$ cat src/hw/icm_pkg.sv
// Function
// - start only while bus not busy
// - start sets master mode, start-sent, interrupt
// - hold scl until status read, data write
// - ten-bit header sets header flag, then hold
// - address sent sets flag, hold until control write
// - acknowledged address picks direction; transmitter sets byte-finished
// - arbitration loss flags, drops master, resets process
// - transmitter holds scl until data or dma
// - receiver stores byte, optional acknowledge, holds scl
// - start or stop mid-byte flags bus error
// - stop after current byte, no interrupt
// - read and write sequences clear byte events
// - status read clears no-ack; stop toggle releases
// - global event flag; interrupts need global enable, except end-of-block rx/tx
// - byte-finished with direction picks rx/tx source
// - error pending forced while error flags set
// - vector is upper bits plus source code
// - priority field; error over rx over tx
// - pending bits request while masked in
// - dma suspended by error pending when enabled
package icm_pkg;

   // -----------------------------------------------
   // timing
   // -----------------------------------------------
   localparam int CLK_NS = 25; // core clock period
   localparam int SCL_HALF_NS = 5000; // half scl period, standard speed
   localparam int SCL_HALF_CYC = (SCL_HALF_NS + CLK_NS - 1) / CLK_NS; // least time, round up

   // -----------------------------------------------
   // codes and positions
   // -----------------------------------------------
   localparam logic [2:0] VEC_ERR = 3'h2; // error source code
   localparam logic [2:0] VEC_RX = 3'h4; // data received code
   localparam logic [2:0] VEC_TX = 3'h6; // ready to transmit code
   localparam logic [2:0] PRL_NEVER = 3'h7; // level never acknowledged
   localparam logic [4:0] HDR_MARK = 5'h1e; // ten-bit header prefix
   localparam logic [3:0] BIT_ACK = 4'h8; // ninth slot index
   localparam int P_ERR = 0; // pending bit positions
   localparam int P_RX = 1;
   localparam int P_TX = 2;

   // software control bits
   typedef struct packed {
      logic pe;
      logic start;
      logic ack;
      logic stop;
      logic global_irq_enable;
   } icm_ctrl_t;

   // status flags
   typedef struct packed {
      logic master_mode_flag;
      logic start_sent_flag;
      logic header_sent_flag;
      logic address_transmitted_flag;
      logic byte_finished_flag;
      logic transmitter_flag;
      logic bus_busy;
      logic no_ack_flag;
      logic stop_detected_flag;
      logic arbitration_lost_flag;
      logic bus_error_flag;
      logic global_event_flag;
   } icm_stat_t;

   localparam icm_ctrl_t CTRL_RST = '0; // values after reset
   localparam icm_stat_t STAT_RST = '0;

   typedef enum {S_IDLE, S_START1, S_START2, S_HOLD, S_LO, S_HI,
                 S_RS1, S_RS2, S_STOP1, S_STOP2, S_STOP3} icm_state_t;
   typedef enum {PH_ADR, PH_AD2, PH_TX, PH_RX} icm_phase_t;

endpackage : icm_pkg

$ cat src/hw/icm_master.sv
`timescale 1ns/1ps
module icm_master #(
   parameter logic [15:0] HALF_CYC = 16'(icm_pkg::SCL_HALF_CYC)
) (
   // clock and reset
   input wire logic sys_clk,
   input wire logic reset,
   // software register accesses, one-cycle strobes
   input wire logic cr_write,
   input wire icm_pkg::icm_ctrl_t cr_wdata,
   input wire logic sr1_read,
   input wire logic sr2_read,
   input wire logic dr_write,
   input wire logic [7:0] dr_wdata,
   input wire logic dr_read,
   input wire logic ten_bit_mode,
   // status and received data
   output icm_pkg::icm_stat_t status,
   output icm_pkg::icm_ctrl_t control,
   output logic [7:0] dr_rdata,
   // interrupt and dma configuration
   input wire logic [4:0] vec_upper,
   input wire logic [2:0] priority_level_field,
   input wire logic [2:0] irq_mask,
   input wire logic [2:0] pend_clr,
   input wire logic dma_suspend_on_error,
   input wire logic dma_rx_en,
   input wire logic dma_tx_en,
   input wire logic dma_done,
   input wire logic rx_eob,
   input wire logic tx_eob,
   // interrupt and dma outputs
   output logic [2:0] pend,
   output logic irq_req,
   output logic [7:0] irq_vector,
   output logic dma_req,
   // open-drain pins, enable low while driving low
   input wire logic scl_in,
   output logic scl_out,
   output logic scl_oe_n,
   input wire logic sda_in,
   output logic sda_out,
   output logic sda_oe_n
);

   // -----------------------------------------------
   // state
   // -----------------------------------------------
   icm_pkg::icm_state_t state, next_state; // sequencer
   icm_pkg::icm_phase_t phase, next_phase; // byte meaning
   icm_pkg::icm_stat_t next_status;
   icm_pkg::icm_ctrl_t next_control;
   logic [15:0] div, next_div; // half-period divider
   logic [3:0] bitn, next_bitn; // bit slot in byte
   logic [7:0] shreg, next_shreg; // shift register
   logic [7:0] txbuf, next_txbuf; // byte waiting to go out
   logic txfull, next_txfull;
   logic [7:0] next_dr_rdata;
   logic seen, next_seen; // status one read while event stood
   logic first, next_first; // next address byte is the first
   logic nostop, next_nostop; // suppress next stop event
   logic bitdrv, next_bitdrv; // pull sda low this slot
   logic scl_drv, sda_drv, next_scl_drv, next_sda_drv;
   logic [2:0] next_pend;
   logic next_irq_req, next_dma_req;
   logic [7:0] next_irq_vector;
   // synchronisers: stage two feeds stage three and logic, stage three feeds only the start and stop detect
   logic scl_s1, scl_s2, scl_s3, sda_s1, sda_s2, sda_s3;
   logic tick, start_det, stop_det, own, b, err_any, btf_rise;
   logic [2:0] ok;

   // -----------------------------------------------
   // next-value logic
   // -----------------------------------------------
   always_comb
   begin
      next_state = state;
      next_phase = phase;
      next_status = status;
      next_control = control;
      next_bitn = bitn;
      next_shreg = shreg;
      next_txbuf = txbuf;
      next_txfull = txfull;
      next_dr_rdata = dr_rdata;
      next_seen = seen;
      next_first = first;
      next_nostop = nostop;
      next_bitdrv = bitdrv;
      tick = (div == 16'h0000);
      next_div = tick ? HALF_CYC - 16'h0001 : div - 16'h0001;
      b = sda_s2;
      // bus conditions seen while scl stays high
      start_det = scl_s2 & scl_s3 & sda_s3 & ~sda_s2;
      stop_det = scl_s2 & scl_s3 & ~sda_s3 & sda_s2;
      own = !(state inside {icm_pkg::S_LO, icm_pkg::S_HI, icm_pkg::S_IDLE,
                            icm_pkg::S_HOLD});

      // software access side: clears come first so a set below wins
      if (sr1_read && status.global_event_flag)
         next_seen = 1'b1;
      if (dr_write || dr_read || cr_write)
         next_seen = 1'b0;
      if (sr1_read)
         next_status.no_ack_flag = 1'b0;
      if (sr2_read)
      begin
         next_status.stop_detected_flag = 1'b0;
         next_status.arbitration_lost_flag = 1'b0;
         next_status.bus_error_flag = 1'b0;
      end
      if (dr_write)
      begin
         next_txbuf = dr_wdata;
         next_txfull = 1'b1;
      end
      if (seen && dr_write)
      begin
         next_status.start_sent_flag = 1'b0;
         next_status.header_sent_flag = 1'b0;
         if (status.transmitter_flag)
            next_status.byte_finished_flag = 1'b0;
      end
      if (seen && dr_read && !status.transmitter_flag)
         next_status.byte_finished_flag = 1'b0;
      if (seen && cr_write)
         next_status.address_transmitted_flag = 1'b0;
      if (dma_done)
      begin
         // dma completion stands for the data access
         next_status.byte_finished_flag = 1'b0;
         if (status.transmitter_flag)
         begin
            next_txbuf = dr_wdata;
            next_txfull = 1'b1;
         end
      end
      if (cr_write)
      begin
         // first write while disabled only enables
         next_control = control.pe ? cr_wdata : CTRL_RST_PE(cr_wdata.pe);
         if (control.stop && !cr_wdata.stop && status.byte_finished_flag)
         begin
            next_status.byte_finished_flag = 1'b0;
            next_nostop = 1'b1;
         end
      end

      // bus watch
      if (start_det)
         next_status.bus_busy = 1'b1;
      if (stop_det)
      begin
         next_status.bus_busy = 1'b0;
         next_nostop = 1'b0;
         if (!status.master_mode_flag && !nostop && control.pe)
            next_status.stop_detected_flag = 1'b1;
      end

      // sequencer
      unique case (state)
         icm_pkg::S_IDLE:
         begin
            if (control.start && !status.bus_busy && control.pe)
            begin
               next_state = icm_pkg::S_START1;
               next_txfull = 1'b0;
            end
         end
         icm_pkg::S_START1:
            if (tick)
               next_state = icm_pkg::S_START2;
         icm_pkg::S_START2:
         begin
            if (tick)
            begin
               next_status.master_mode_flag = 1'b1;
               next_status.start_sent_flag = 1'b1;
               next_control.start = 1'b0;
               next_phase = icm_pkg::PH_ADR;
               next_first = 1'b1;
               next_state = icm_pkg::S_HOLD;
            end
         end
         icm_pkg::S_HOLD:
         begin
            // scl stays low until every blocking flag is cleared or a start or stop is requested
            if (control.start)
            begin
               next_state = icm_pkg::S_RS1;
               next_txfull = 1'b0;
            end
            else if (control.stop)
               next_state = icm_pkg::S_STOP1;
            else if (!(status.start_sent_flag || status.header_sent_flag ||
                       status.address_transmitted_flag ||
                       status.byte_finished_flag || status.no_ack_flag))
            begin
               next_bitn = 4'h0;
               if (phase == icm_pkg::PH_RX)
               begin
                  next_bitdrv = 1'b0;
                  next_state = icm_pkg::S_LO;
               end
               else if (txfull)
               begin
                  next_shreg = txbuf;
                  next_txfull = 1'b0;
                  next_bitdrv = ~txbuf[7];
                  next_state = icm_pkg::S_LO;
               end
               else
                  next_status.byte_finished_flag = 1'b1;
            end
         end
         icm_pkg::S_RS1:
            if (tick)
               next_state = icm_pkg::S_RS2;
         icm_pkg::S_RS2:
            if (tick && scl_s2)
               next_state = icm_pkg::S_START1;
         icm_pkg::S_LO:
            if (tick)
               next_state = icm_pkg::S_HI;
         icm_pkg::S_HI:
         begin
            // wait out clock stretching before sampling
            if (tick && scl_s2)
            begin
               if (bitn != icm_pkg::BIT_ACK)
               begin
                  if (phase != icm_pkg::PH_RX && !bitdrv && !b)
                  begin
                     next_status.arbitration_lost_flag = 1'b1;
                     next_status.master_mode_flag = 1'b0;
                     next_state = icm_pkg::S_IDLE;
                  end
                  else
                  begin
                     next_shreg = {shreg[6:0], b};
                     next_bitn = bitn + 4'h1;
                     if (bitn == 4'h7)
                        next_bitdrv = (phase == icm_pkg::PH_RX) & control.ack;
                     else
                        next_bitdrv = (phase != icm_pkg::PH_RX) & ~shreg[6];
                     next_state = icm_pkg::S_LO;
                  end
               end
               else
               begin
                  next_state = icm_pkg::S_HOLD;
                  next_bitdrv = 1'b0;
                  next_first = 1'b0;
                  unique case (phase)
                     icm_pkg::PH_ADR:
                     begin
                        if (ten_bit_mode && first && !shreg[0] &&
                            shreg[7:3] == icm_pkg::HDR_MARK)
                        begin
                           next_status.header_sent_flag = 1'b1;
                           next_phase = icm_pkg::PH_AD2;
                        end
                        else
                        begin
                           next_status.address_transmitted_flag = 1'b1;
                           next_status.no_ack_flag = b;
                           next_status.transmitter_flag = ~shreg[0];
                           next_phase = shreg[0] ? icm_pkg::PH_RX : icm_pkg::PH_TX;
                        end
                     end
                     icm_pkg::PH_AD2:
                     begin
                        next_status.address_transmitted_flag = 1'b1;
                        next_status.no_ack_flag = b;
                        next_status.transmitter_flag = 1'b1;
                        next_phase = icm_pkg::PH_TX;
                     end
                     icm_pkg::PH_TX:
                     begin
                        next_status.byte_finished_flag = 1'b1;
                        next_status.no_ack_flag = b;
                     end
                     icm_pkg::PH_RX:
                     begin
                        next_dr_rdata = shreg;
                        next_status.byte_finished_flag = 1'b1;
                     end
                  endcase
               end
            end
         end
         icm_pkg::S_STOP1:
            if (tick)
               next_state = icm_pkg::S_STOP2;
         icm_pkg::S_STOP2:
            if (tick && scl_s2)
               next_state = icm_pkg::S_STOP3;
         icm_pkg::S_STOP3:
         begin
            if (tick)
            begin
               next_status.master_mode_flag = 1'b0;
               next_control.stop = 1'b0;
               next_state = icm_pkg::S_IDLE;
            end
         end
      endcase

      // foreign start or stop inside a byte
      if ((start_det || stop_det) && !own &&
          state inside {icm_pkg::S_LO, icm_pkg::S_HI})
      begin
         next_status.bus_error_flag = 1'b1;
         next_status.master_mode_flag = 1'b0;
         next_state = icm_pkg::S_IDLE;
      end

      // disabled: control but the stop bit and all status drop, lines released
      if (!control.pe && !cr_write)
      begin
         next_control = CTRL_RST_PE(1'b0);
         next_control.stop = control.stop;
         next_status = icm_pkg::STAT_RST;
         next_state = icm_pkg::S_IDLE;
      end

      // event summary
      next_status.global_event_flag = next_status.start_sent_flag |
         next_status.header_sent_flag | next_status.address_transmitted_flag |
         next_status.byte_finished_flag | next_status.no_ack_flag |
         next_status.stop_detected_flag | next_status.arbitration_lost_flag |
         next_status.bus_error_flag;

      // line drive, sda held one cycle while scl falls
      next_scl_drv = next_state inside {icm_pkg::S_START2, icm_pkg::S_HOLD,
         icm_pkg::S_LO, icm_pkg::S_RS1, icm_pkg::S_STOP1};
      next_sda_drv = (next_state inside {icm_pkg::S_START1, icm_pkg::S_START2,
         icm_pkg::S_STOP1, icm_pkg::S_STOP2}) |
         ((next_state inside {icm_pkg::S_LO, icm_pkg::S_HI}) & next_bitdrv);
      if (next_scl_drv && !scl_drv)
         next_sda_drv = sda_drv;

      // interrupt sources
      err_any = next_status.start_sent_flag | next_status.header_sent_flag |
         next_status.address_transmitted_flag | next_status.no_ack_flag |
         next_status.stop_detected_flag | next_status.arbitration_lost_flag |
         next_status.bus_error_flag;
      btf_rise = next_status.byte_finished_flag & ~status.byte_finished_flag;
      next_pend = pend & ~pend_clr;
      if (err_any && control.global_irq_enable)
         next_pend[icm_pkg::P_ERR] = 1'b1;
      if ((btf_rise && !next_status.transmitter_flag && !dma_rx_en &&
           control.global_irq_enable) || rx_eob)
         next_pend[icm_pkg::P_RX] = 1'b1;
      if ((btf_rise && next_status.transmitter_flag && !dma_tx_en &&
           control.global_irq_enable) || tx_eob)
         next_pend[icm_pkg::P_TX] = 1'b1;
      ok = pend & irq_mask;
      next_irq_req = (|ok) && (priority_level_field != icm_pkg::PRL_NEVER);
      if (ok[icm_pkg::P_ERR])
         next_irq_vector = {vec_upper, icm_pkg::VEC_ERR};
      else if (ok[icm_pkg::P_RX])
         next_irq_vector = {vec_upper, icm_pkg::VEC_RX};
      else
         next_irq_vector = {vec_upper, icm_pkg::VEC_TX};
      next_dma_req = status.master_mode_flag & status.byte_finished_flag & ~dma_done &
         (status.transmitter_flag ? dma_tx_en : dma_rx_en) &
         ~(dma_suspend_on_error & pend[icm_pkg::P_ERR]);
   end

   // enabling write keeps only the enable bit
   function automatic icm_pkg::icm_ctrl_t CTRL_RST_PE(input logic pe);
      icm_pkg::icm_ctrl_t c;
      c = icm_pkg::CTRL_RST;
      c.pe = pe;
      return c;
   endfunction : CTRL_RST_PE

   // -----------------------------------------------
   // registers
   // -----------------------------------------------
   always_ff @(posedge sys_clk)
   begin
      scl_s1 <= scl_in;
      scl_s2 <= scl_s1;
      scl_s3 <= scl_s2;
      sda_s1 <= sda_in;
      sda_s2 <= sda_s1;
      sda_s3 <= sda_s2;
      if (reset)
      begin
         state <= icm_pkg::S_IDLE;
         phase <= icm_pkg::PH_ADR;
         status <= icm_pkg::STAT_RST;
         control <= icm_pkg::CTRL_RST;
         div <= 16'h0000;
         bitn <= 4'h0;
         shreg <= 8'h00;
         txbuf <= 8'h00;
         txfull <= 1'b0;
         dr_rdata <= 8'h00;
         seen <= 1'b0;
         first <= 1'b0;
         nostop <= 1'b0;
         bitdrv <= 1'b0;
         scl_drv <= 1'b0;
         sda_drv <= 1'b0;
         pend <= 3'h0;
         irq_req <= 1'b0;
         irq_vector <= 8'h00;
         dma_req <= 1'b0;
      end
      else
      begin
         state <= next_state;
         phase <= next_phase;
         status <= next_status;
         control <= next_control;
         div <= next_div;
         bitn <= next_bitn;
         shreg <= next_shreg;
         txbuf <= next_txbuf;
         txfull <= next_txfull;
         dr_rdata <= next_dr_rdata;
         seen <= next_seen;
         first <= next_first;
         nostop <= next_nostop;
         bitdrv <= next_bitdrv;
         scl_drv <= next_scl_drv;
         sda_drv <= next_sda_drv;
         pend <= next_pend;
         irq_req <= next_irq_req;
         irq_vector <= next_irq_vector;
         dma_req <= next_dma_req;
      end
   end

   // open-drain pins: data always low, enable low pulls the wire
   always_ff @(posedge sys_clk)
   begin
      scl_out <= 1'b0;
      sda_out <= 1'b0;
      scl_oe_n <= reset ? 1'b1 : ~next_scl_drv;
      sda_oe_n <= reset ? 1'b1 : ~next_sda_drv;
   end

endmodule : icm_master

$ cat config.mk
export PLATFORM = sky130hd
export DESIGN_NAME = icm_master
export DESIGN_NICKNAME = d
export VERILOG_FILES = /design/src/hw/icm_pkg.sv /design/src/hw/icm_master.sv
export SDC_FILE = /design/constraint.sdc
export NUM_CORES = 1
export LEC_CHECK = 0
export BUFFER_PORTS_ARGS = -buffer_cell sky130_fd_sc_hd__buf_2
export CORE_ASPECT_RATIO = 0.8
export CORE_MARGIN = 2
export CORE_UTILIZATION = 24
export CTS_CLUSTER_SIZE = 14
export DETAILED_ROUTE_END_ITERATION = 8
export PLACE_DENSITY = 0.52
export SLEW_MARGIN = 20
export SYNTH_ARGS = -nofsm -noshare
export SYNTH_HDL_FRONTEND = slang
export SYNTH_SLANG_ARGS = --single-unit
$ cat constraint.sdc
create_clock -name sys_clk -period 2.65 [get_ports sys_clk]
set_input_delay 0.53 -clock sys_clk [delete_from_list [all_inputs] [get_ports sys_clk]]
set_output_delay 0.53 -clock sys_clk [all_outputs]
set_load 0.05 [all_outputs]
After elaboration in Yosys (flattened, before gate mapping):

Index checks and enable logic that the tools add are counted.

* add/subtract/negate cells: 2
* eq/ne operators: 40
* mux-type cells: 133
* bitwise gates (word level): 40
* reduce and logical (&&, ||, !) cells: 80

Operators with widths (count)
* two-way mux 32 bit: 21
* case mux 32 bit (11 select lines): 1
* equality test 32 x 3 -> 1 bit (second input constant): 8
* equality test 32 x 2 -> 1 bit (second input constant): 6
* equality test 32 x 4 -> 1 bit (second input constant): 5
* case mux 32 bit (2 select lines): 2
* equality test 32 x 1 -> 1 bit (second input constant): 3
* two-way mux 8 bit: 12
* two-way mux 1 bit: 68
* zero test 32 bit: 2
* two-way mux 4 bit: 10
* != test 32 x 3 -> 1 bit (second input constant): 1
* logical AND 1 bit: 29
* != test 2 bit (second input constant): 9
* zero test 16 bit: 1
* case mux 8 bit (2 select lines): 1
* subtractor 16 x 1 -> 16 bit (second input constant): 1
* AND 1 bit: 14
* zero test 1 bit: 14
* case mux 1 bit (2 select lines): 7
* OR reduction 2 bit: 7
* two-way mux 2 bit: 6
* bitwise OR 1 bit: 12
* two-way mux 11 bit: 1
* other kinds (25): 54

* register bits after elaboration: 153
* input bits: 43
* output and inout port bits: 42
* word-level logic and storage cells: 340

Longest topological paths before layout:

Gate-level depths: netlist (run 1).

* depth in word-level cells: 21
* gate-level depth with buffers: 13
* depth with buffers taken out: 11

Worst setup path after synthesis (run 1):

Ideal clock, no wire load.

* path kind: reg-to-reg
* start: reg status[10] in the netlist's numbering
* end: reg (tool-made name)
* setup time: 0.115 ns
* arrival time: 2.596 ns
* required time: 2.535 ns
* setup slack: -0.062 ns
* cell stages (with the launch flop): 11
* clock period less this slack: 2.712 ns
* cell sequence: dfxtp_1 or3_4 o41ai_2 a2111oi_1 a2111oi_0 or3_1 buf_2 nand3_1 o211a_1 or3_1 and3_1

RTL lines
* start: declaration: line icm_master.sv:18 `output icm_pkg::icm_stat_t status,`
* start signal: assignment: line icm_master.sv:394 `status <= icm_pkg::STAT_RST;`
* start signal: assignment: line icm_master.sv:417 `status <= next_status;`

==> out/metrics.cfg, run 1 <==
[outcome]
outcome = complete, but fails checks
violations = setup timing

[hold_path]
min_path_cells = 1
hp-start = scl_in
hp-class = in -> reg
hold_end = scl_s1

[yosys]
synth_top_area_cell = dfxtp_1
ys.flop_type = dfxtp_1
yosysMostFrequentCell = dfxtp_1
yosys.area_share.simple = 0.319
synth_edf_count = 0
avgSynthCellArea_sq_um = 8.63
synthTopCellsByCount = dfxtp_1 (122), nand2_1 (96), nor2_1 (69), a21oi_1 (50), and2_1 (32)
synthesis.area_sq_mm = 0.00557
yosys_warnings = 0
synth_compound_area_frac = 0.139
seq_area_frac_synth = 0.439
yosysTopAreaCellShare = 0.439
muxShareOfSynthArea = 0.0218
synth.area.top_cells = dfxtp_1 (44%), nand2_1 (6.5%), nor2_1 (4.7%)
synth_cell_types = 75
synth_top_family_by_area = simple AND/OR/NAND/NOR gates
synth_fa_ha_area_frac = 0.0180
synth_xor_xnor_area_share = 0.0252
ys_ff_latch = 122
synthCells = 645
async_flop_share = 0

[clocking]
numCtsBuffers = 17
root_buffer = clkbuf_16
htree_levels = 4
clock_latency_ns = 0.42
cts_sinks = 122
cts_tree = built
hold_buffers = 0
path_clk_slew_ns = 0.06
clock_path_buffers = 2

[floorplanning]
die_x_um = 174
core_sq_mm = 0.0226
rows = 49
pin_count = 85
die_h_um = 140
dieArea_sq_mm = 0.0244
start_util = 0.246

[placement]
gp_congestion = 0.920
dp_cells = 1112
dp.final_hpwl_mm = 12.6
portBuffers = 81

[global_routing]
grt_pass1_wl_mm = 26.4
grt_util_all_layers = 0.138
gr-total-overflow = 0
antenna_found_initial = 0
grt_pass1_vias = 4884
grt_start_max_net_pins = 43

[power_and_ir_drop]
p_leak_nw = 3.32
powerDensity_mw_per_mm2 = 887
max-vdd-ir-drop_uv = 493
power_mw = 6.98

[layout]
num_antenna_cells = 0
fin_nets = 883
area_growth_pct = 41.4
layout-drive-gt1-share = 0.346
fin_cells = 1150
n_fill_cell = 2311
final_util = 0.348

[setup_path]
cp_data_arrival_time_ns = 2.98
worstReg2RegStart = status[10]
end_kind = flip-flop
setup.worst_path.start_class = flip-flop
r2r_cells = 9
required_ns = 2.96
worstPathMaxFanout = 4
path_class = reg -> reg
startpoint = status[10]
reg2reg_slack_ns = -0.03

[timing]
slew_viol_final = 0
hold_viol = 0
finClkSkew_ns = 0.0107
setup_viol = 1
setup_slack_ns = -0.0267
worst_slew_pin_slew_ns = 0.746
relSlewSlack = 0.498
rsz0062_at_grt = true
fin_crit_sh = 1.01
min_period_ns = 2.68
fmax_mhz = 374

[detailed_routing]
via_per_inst = 4.51
routed-via-count = 5187
routed_wl_mm = 16.8
dr.pass1.iters = 7
drc = 0
drtIter0Drc = 374
avgRoutedWirePerCell_um = 14.6
antenna_left = 0

[flow_run]
maxCapViolCount = 0

## cells by family (layout without fill, tap and decap cells)
| logic type | after synthesis | count (layout) |
|---|---|---|
| simple gates | 321 | 321 |
| compound gates | 120 | 120 |
| flops | 122 | 122 |
| other cells | 1 | 3 |
| mux | 12 | 12 |
| fa+ha+maj | 8 | 8 |
| xor+xnor | 16 | 16 |
| buf+inv | 45 | 242 |
## worst max-delay path, cell delays in order (launching register included)
cell and delay [ns]:
dfxtp_2 0.32, or3_4 0.42, o41ai_4 0.33, a2111oi_2 0.12, a2111oi_1 0.43, or3_4 0.23
nand3_1 0.08, o211a_1 0.15, or3_1 0.32, and3_1 0.18
## layout make-up
class / count / area, sq um / share of cell area
clock buffers: 21 / 460 / 0.0585
clock inverters: 10 / 141 / 0.0180
inverters: 21 / 78.8 / 0.0100
multi-input cells: 480 / 3120 / 0.397
flip-flops and latches: 122 / 2450 / 0.312
well taps: 306 / 383 / 0.0486
repair buffers: 190 / 1230 / 0.156
## per-stage QoR
step	setup WS, ns	hold WS, ns	TNS (ns)	area (sq um)
after floorplan	0.00137	0.310	0	5580
after global placement	-0.0749	0.314	-0.808	7000
after detailed placement	-0.111	0.315	-1.46	7000
after CTS	-0.0468	0.199	-0.0468	7640
after global routing	-0.112	0.200	-0.391	7870
final	-0.0267	0.217	-0.0267	7870
## power breakdown
part	switching, mW	internal, mW	leakage (nW)
clock network	0.846	1.53	0.290
registers	0.167	2.01	0.998
logic	1.21	1.21	2.03
## sequential cells by signal, summed over array words and instances (netlist names), 2 cells and up, named ones only
name / flops
pend: 3
state: 32
div: 16
dr_rdata: 8
bitn: 4
status: 12
shreg: 8
control: 5
txbuf: 8
irq_vector: 7
phase: 2
## how the worst max path moves through the flow
stage	depth (start not counted)	slack, ns	end
after floorplan	8	0.001	flip-flop
after global placement	11	-0.07	flip-flop
after detailed placement	9	-0.11	flip-flop
after CTS	9	-0.05	flip-flop
after global routing	10	-0.11	flip-flop
final	9	-0.03	flip-flop
## layout by cell type (no fill, tap or decap), drive strengths merged, types with 8 or more instances in the layout
cell    count
mux2i      11
ha          8
nand2      97
nand3      19
and2       32
o21ai      17
a31oi      10
nor2       71
nor3       11
or3        10
nor2b      10
nand2b      9
buf       190
nor4       22
inv        21
xor2        9
clkbuf     21
dfxtp     122
a21oi      50
nand4       9
## what timing repair did
action,4_1_cts,5_1_grt
setup endpoints to repair,22,32
buffers inserted,1,6
pin swaps,5,27
resized for setup,6,47
## routing by layer
layer,vias up,wire length [um],GRT usage
li1,2636,-,-
met1,2384,8840,0.204
met2,152,6760,0.197
met3,15,1050,0.0410
met4,0,136,0.0292
met5,-,0,0
Note: power is estimated with default switching activity, not from simulation.
==> inputs of run 2 (changes only) <==
--- a/config.mk
+++ b/config.mk
@@ -11,7 +11,7 @@
 export CORE_UTILIZATION = 24
 export CTS_CLUSTER_SIZE = 14
 export DETAILED_ROUTE_END_ITERATION = 8
-export PLACE_DENSITY = 0.52
+export PLACE_DENSITY = 0.5
 export SLEW_MARGIN = 20
 export SYNTH_ARGS = -nofsm -noshare
 export SYNTH_HDL_FRONTEND = slang
==> constraint.sdc (replaced) <==
create_clock -name sys_clk -period 3.35 [get_ports sys_clk]
set_input_delay 0.67 -clock sys_clk [delete_from_list [all_inputs] [get_ports sys_clk]]
set_output_delay 0.67 -clock sys_clk [all_outputs]
set_load 0.05 [all_outputs]
==> run 2 against run 1 <==
  * The flow now finishes without violations
  * Clock power fell by 24%
  * Worst hold slack improved by 0.11 ns
  * Die area did not move
  * Clock skew fell by 0.0042 ns
  * Wire length fell by 7.6%
==> out/metrics.cfg, run 2 (synthesized netlist as in run 1, its figures left out) <==
[placement]
dp.final_hpwl_mm = 11.4
gp_congestion = 0.908
portBuffers = 81
dp_cells = 1025

[detailed_routing]
routed-via-count = 4856
via_per_inst = 4.59
drc = 0
dr.pass1.iters = 5
drtIter0Drc = 425
avgRoutedWirePerCell_um = 14.7
routed_wl_mm = 15.5
antenna_left = 0

[timing]
worst_slew_pin_slew_ns = 0.780
setup_viol = 0
finClkSkew_ns = 0.00659
min_period_ns = 3.04
hold_viol = 0
relSlewSlack = 0.480
slew_viol_final = 0
fin_crit_sh = 0.906
holdWs_ns = 0.328
final.setup.tns_ns = 0
fmax_mhz = 329
rsz0062_at_grt = false

[layout]
multiInputGateArea_sq_mm = 0.00292
layout-drive-gt1-share = 0.209
area_growth_pct = 24.3
n_fill_cell = 2397
fin_cells = 1057
num_antenna_cells = 0
fin_nets = 789
largest_register_ffs = 32
largest-register = state
final_common_cell = dfxtp_1
final_util = 0.306
mostFrequentLayoutCells = dfxtp_1 (122), nand2_1 (96), buf_2 (81)
top_regs = state (32), div (16), status (12)
regArea_sq_mm = 0.00244

[floorplanning]
start_util = 0.246
dieArea_sq_mm = 0.0244
core_sq_mm = 0.0226
pin_count = 85
die_x_um = 174
rows = 49
die_h_um = 140

[global_routing]
antenna_found_initial = 0
grt_util_all_layers = 0.130
grt_start_max_net_pins = 45
gr-total-overflow = 0
grt_pass1_wl_mm = 25.0
grt_pass1_vias = 4689

[setup_path]
worstReg2RegStart = phase[0]
crit_top_cell = or3_1
setup.worst_path.start_class = flip-flop
cp_data_arrival_time_ns = 3.35
critical-path-top-delay-family = simple AND/OR/NAND/NOR gates
end_kind = flip-flop
startpoint = phase[0]
max_stage_delay_ns = 0.44
path_class = reg -> reg
required_ns = 3.66
reg2reg_slack_ns = 0.31
cp_num_cells = 9
critPathBufInv = 0
r2r_cells = 9
worstPathMaxFanout = 9
worstPathCellList = ha_1 > nor2_1 > o41ai_2 > a2111oi_1 > a2111oi_0 > or3_1 > o211a_1 > or3_1 > and3_1
slowest_stage = or3_1

[clocking]
clock_latency_ns = 0.42
path_clk_slew_ns = 0.06
postCtsSetupRepairBufs = 0
cts_resized = 0
root_buffer = clkbuf_16
numCtsBuffers = 17
cts_tree = built
clock_path_buffers = 2
hold_buffers = 0
htree_levels = 4
cts_sinks = 122

[hold_path]
hp-class = reg -> reg

[outcome]
outcome = finished, final reports clean

[power_and_ir_drop]
p_leak_nw = 2.80
max-vdd-ir-drop_uv = 362
powerDensity_mw_per_mm2 = 706

[flow_run]
maxCapViolCount = 0

==> run 2: cell count changes in the layout (fill, tap and decap cells not counted), sizes merged <==
| cell | change |
|---|---|
| bufinv | -1 |
| clkbuf | -2 |
| clkinv | +3 |
| buf | -94 |
| inv | +1 |
==> run 2: cell type report <==
| class | count | area share |
|---|---|---|
| clock buffer | 19 | 0.0626 |
| sequential | 122 | 0.353 |
| multi-input combinational | 480 | 0.422 |
| inverter | 21 | 0.0114 |
| clock inverter | 13 | 0.0212 |
| timing repair buffer | 96 | 0.0749 |
| tap | 306 | 0.0553 |
==> run 2: power by group <==
group | switching, mW | internal [mW]
Sequential | 0.146 | 1.59
Combinational | 0.811 | 0.537
Clock | 0.701 | 1.10
Total | 1.66 | 3.23
==> run 2: through the flow <==
| step | power [mW] | cell area [sq um] | setup WS, ns |
|---|---|---|---|
| after global placement | 3.10 | 6340 | 0.444 |
| after CTS | 4.94 | 6920 | 0.325 |
| after global routing | 5.18 | 6920 | 0.169 |
| after floorplan | 2.81 | 5570 | 0.638 |
| final | 4.88 | 6920 | 0.314 |
| after detailed placement | 3.10 | 6340 | 0.360 |
==> run 2: worst reg2reg max path: stages, from the launching register on <==
cell	delay (ns)
dfxtp_1	0.34
ha_1	0.33
nor2_1	0.36
o41ai_2	0.10
a2111oi_1	0.41
a2111oi_0	0.17
or3_1	0.44
o211a_1	0.28
or3_1	0.33
and3_1	0.19
==> run 2: worst min path at each step <==
stage          startpoint      to  slack (ns)  cells after the start
5_1_grt            sda_in  sda_s1        0.33                      1
4_1_cts            scl_in  scl_s1        0.33                      1
3_5_place_dp       sda_s1       b        0.32                      0
3_3_place_gp       scl_s1  scl_s2        0.31                      0
6_report           sda_s1       b        0.33                      0
2_1_floorplan      sda_s1       b        0.31                      0
==> run 2: routing by layer <==
metal | global-route usage | routed length [um] | up-vias
met2 | 0.184 | 6210 | 149
met3 | 0.0426 | 1020 | 20
li1 | - | - | 2439
met5 | 0 | 0 | -
met4 | 0.0420 | 223 | 0
met1 | 0.183 | 8070 | 2248
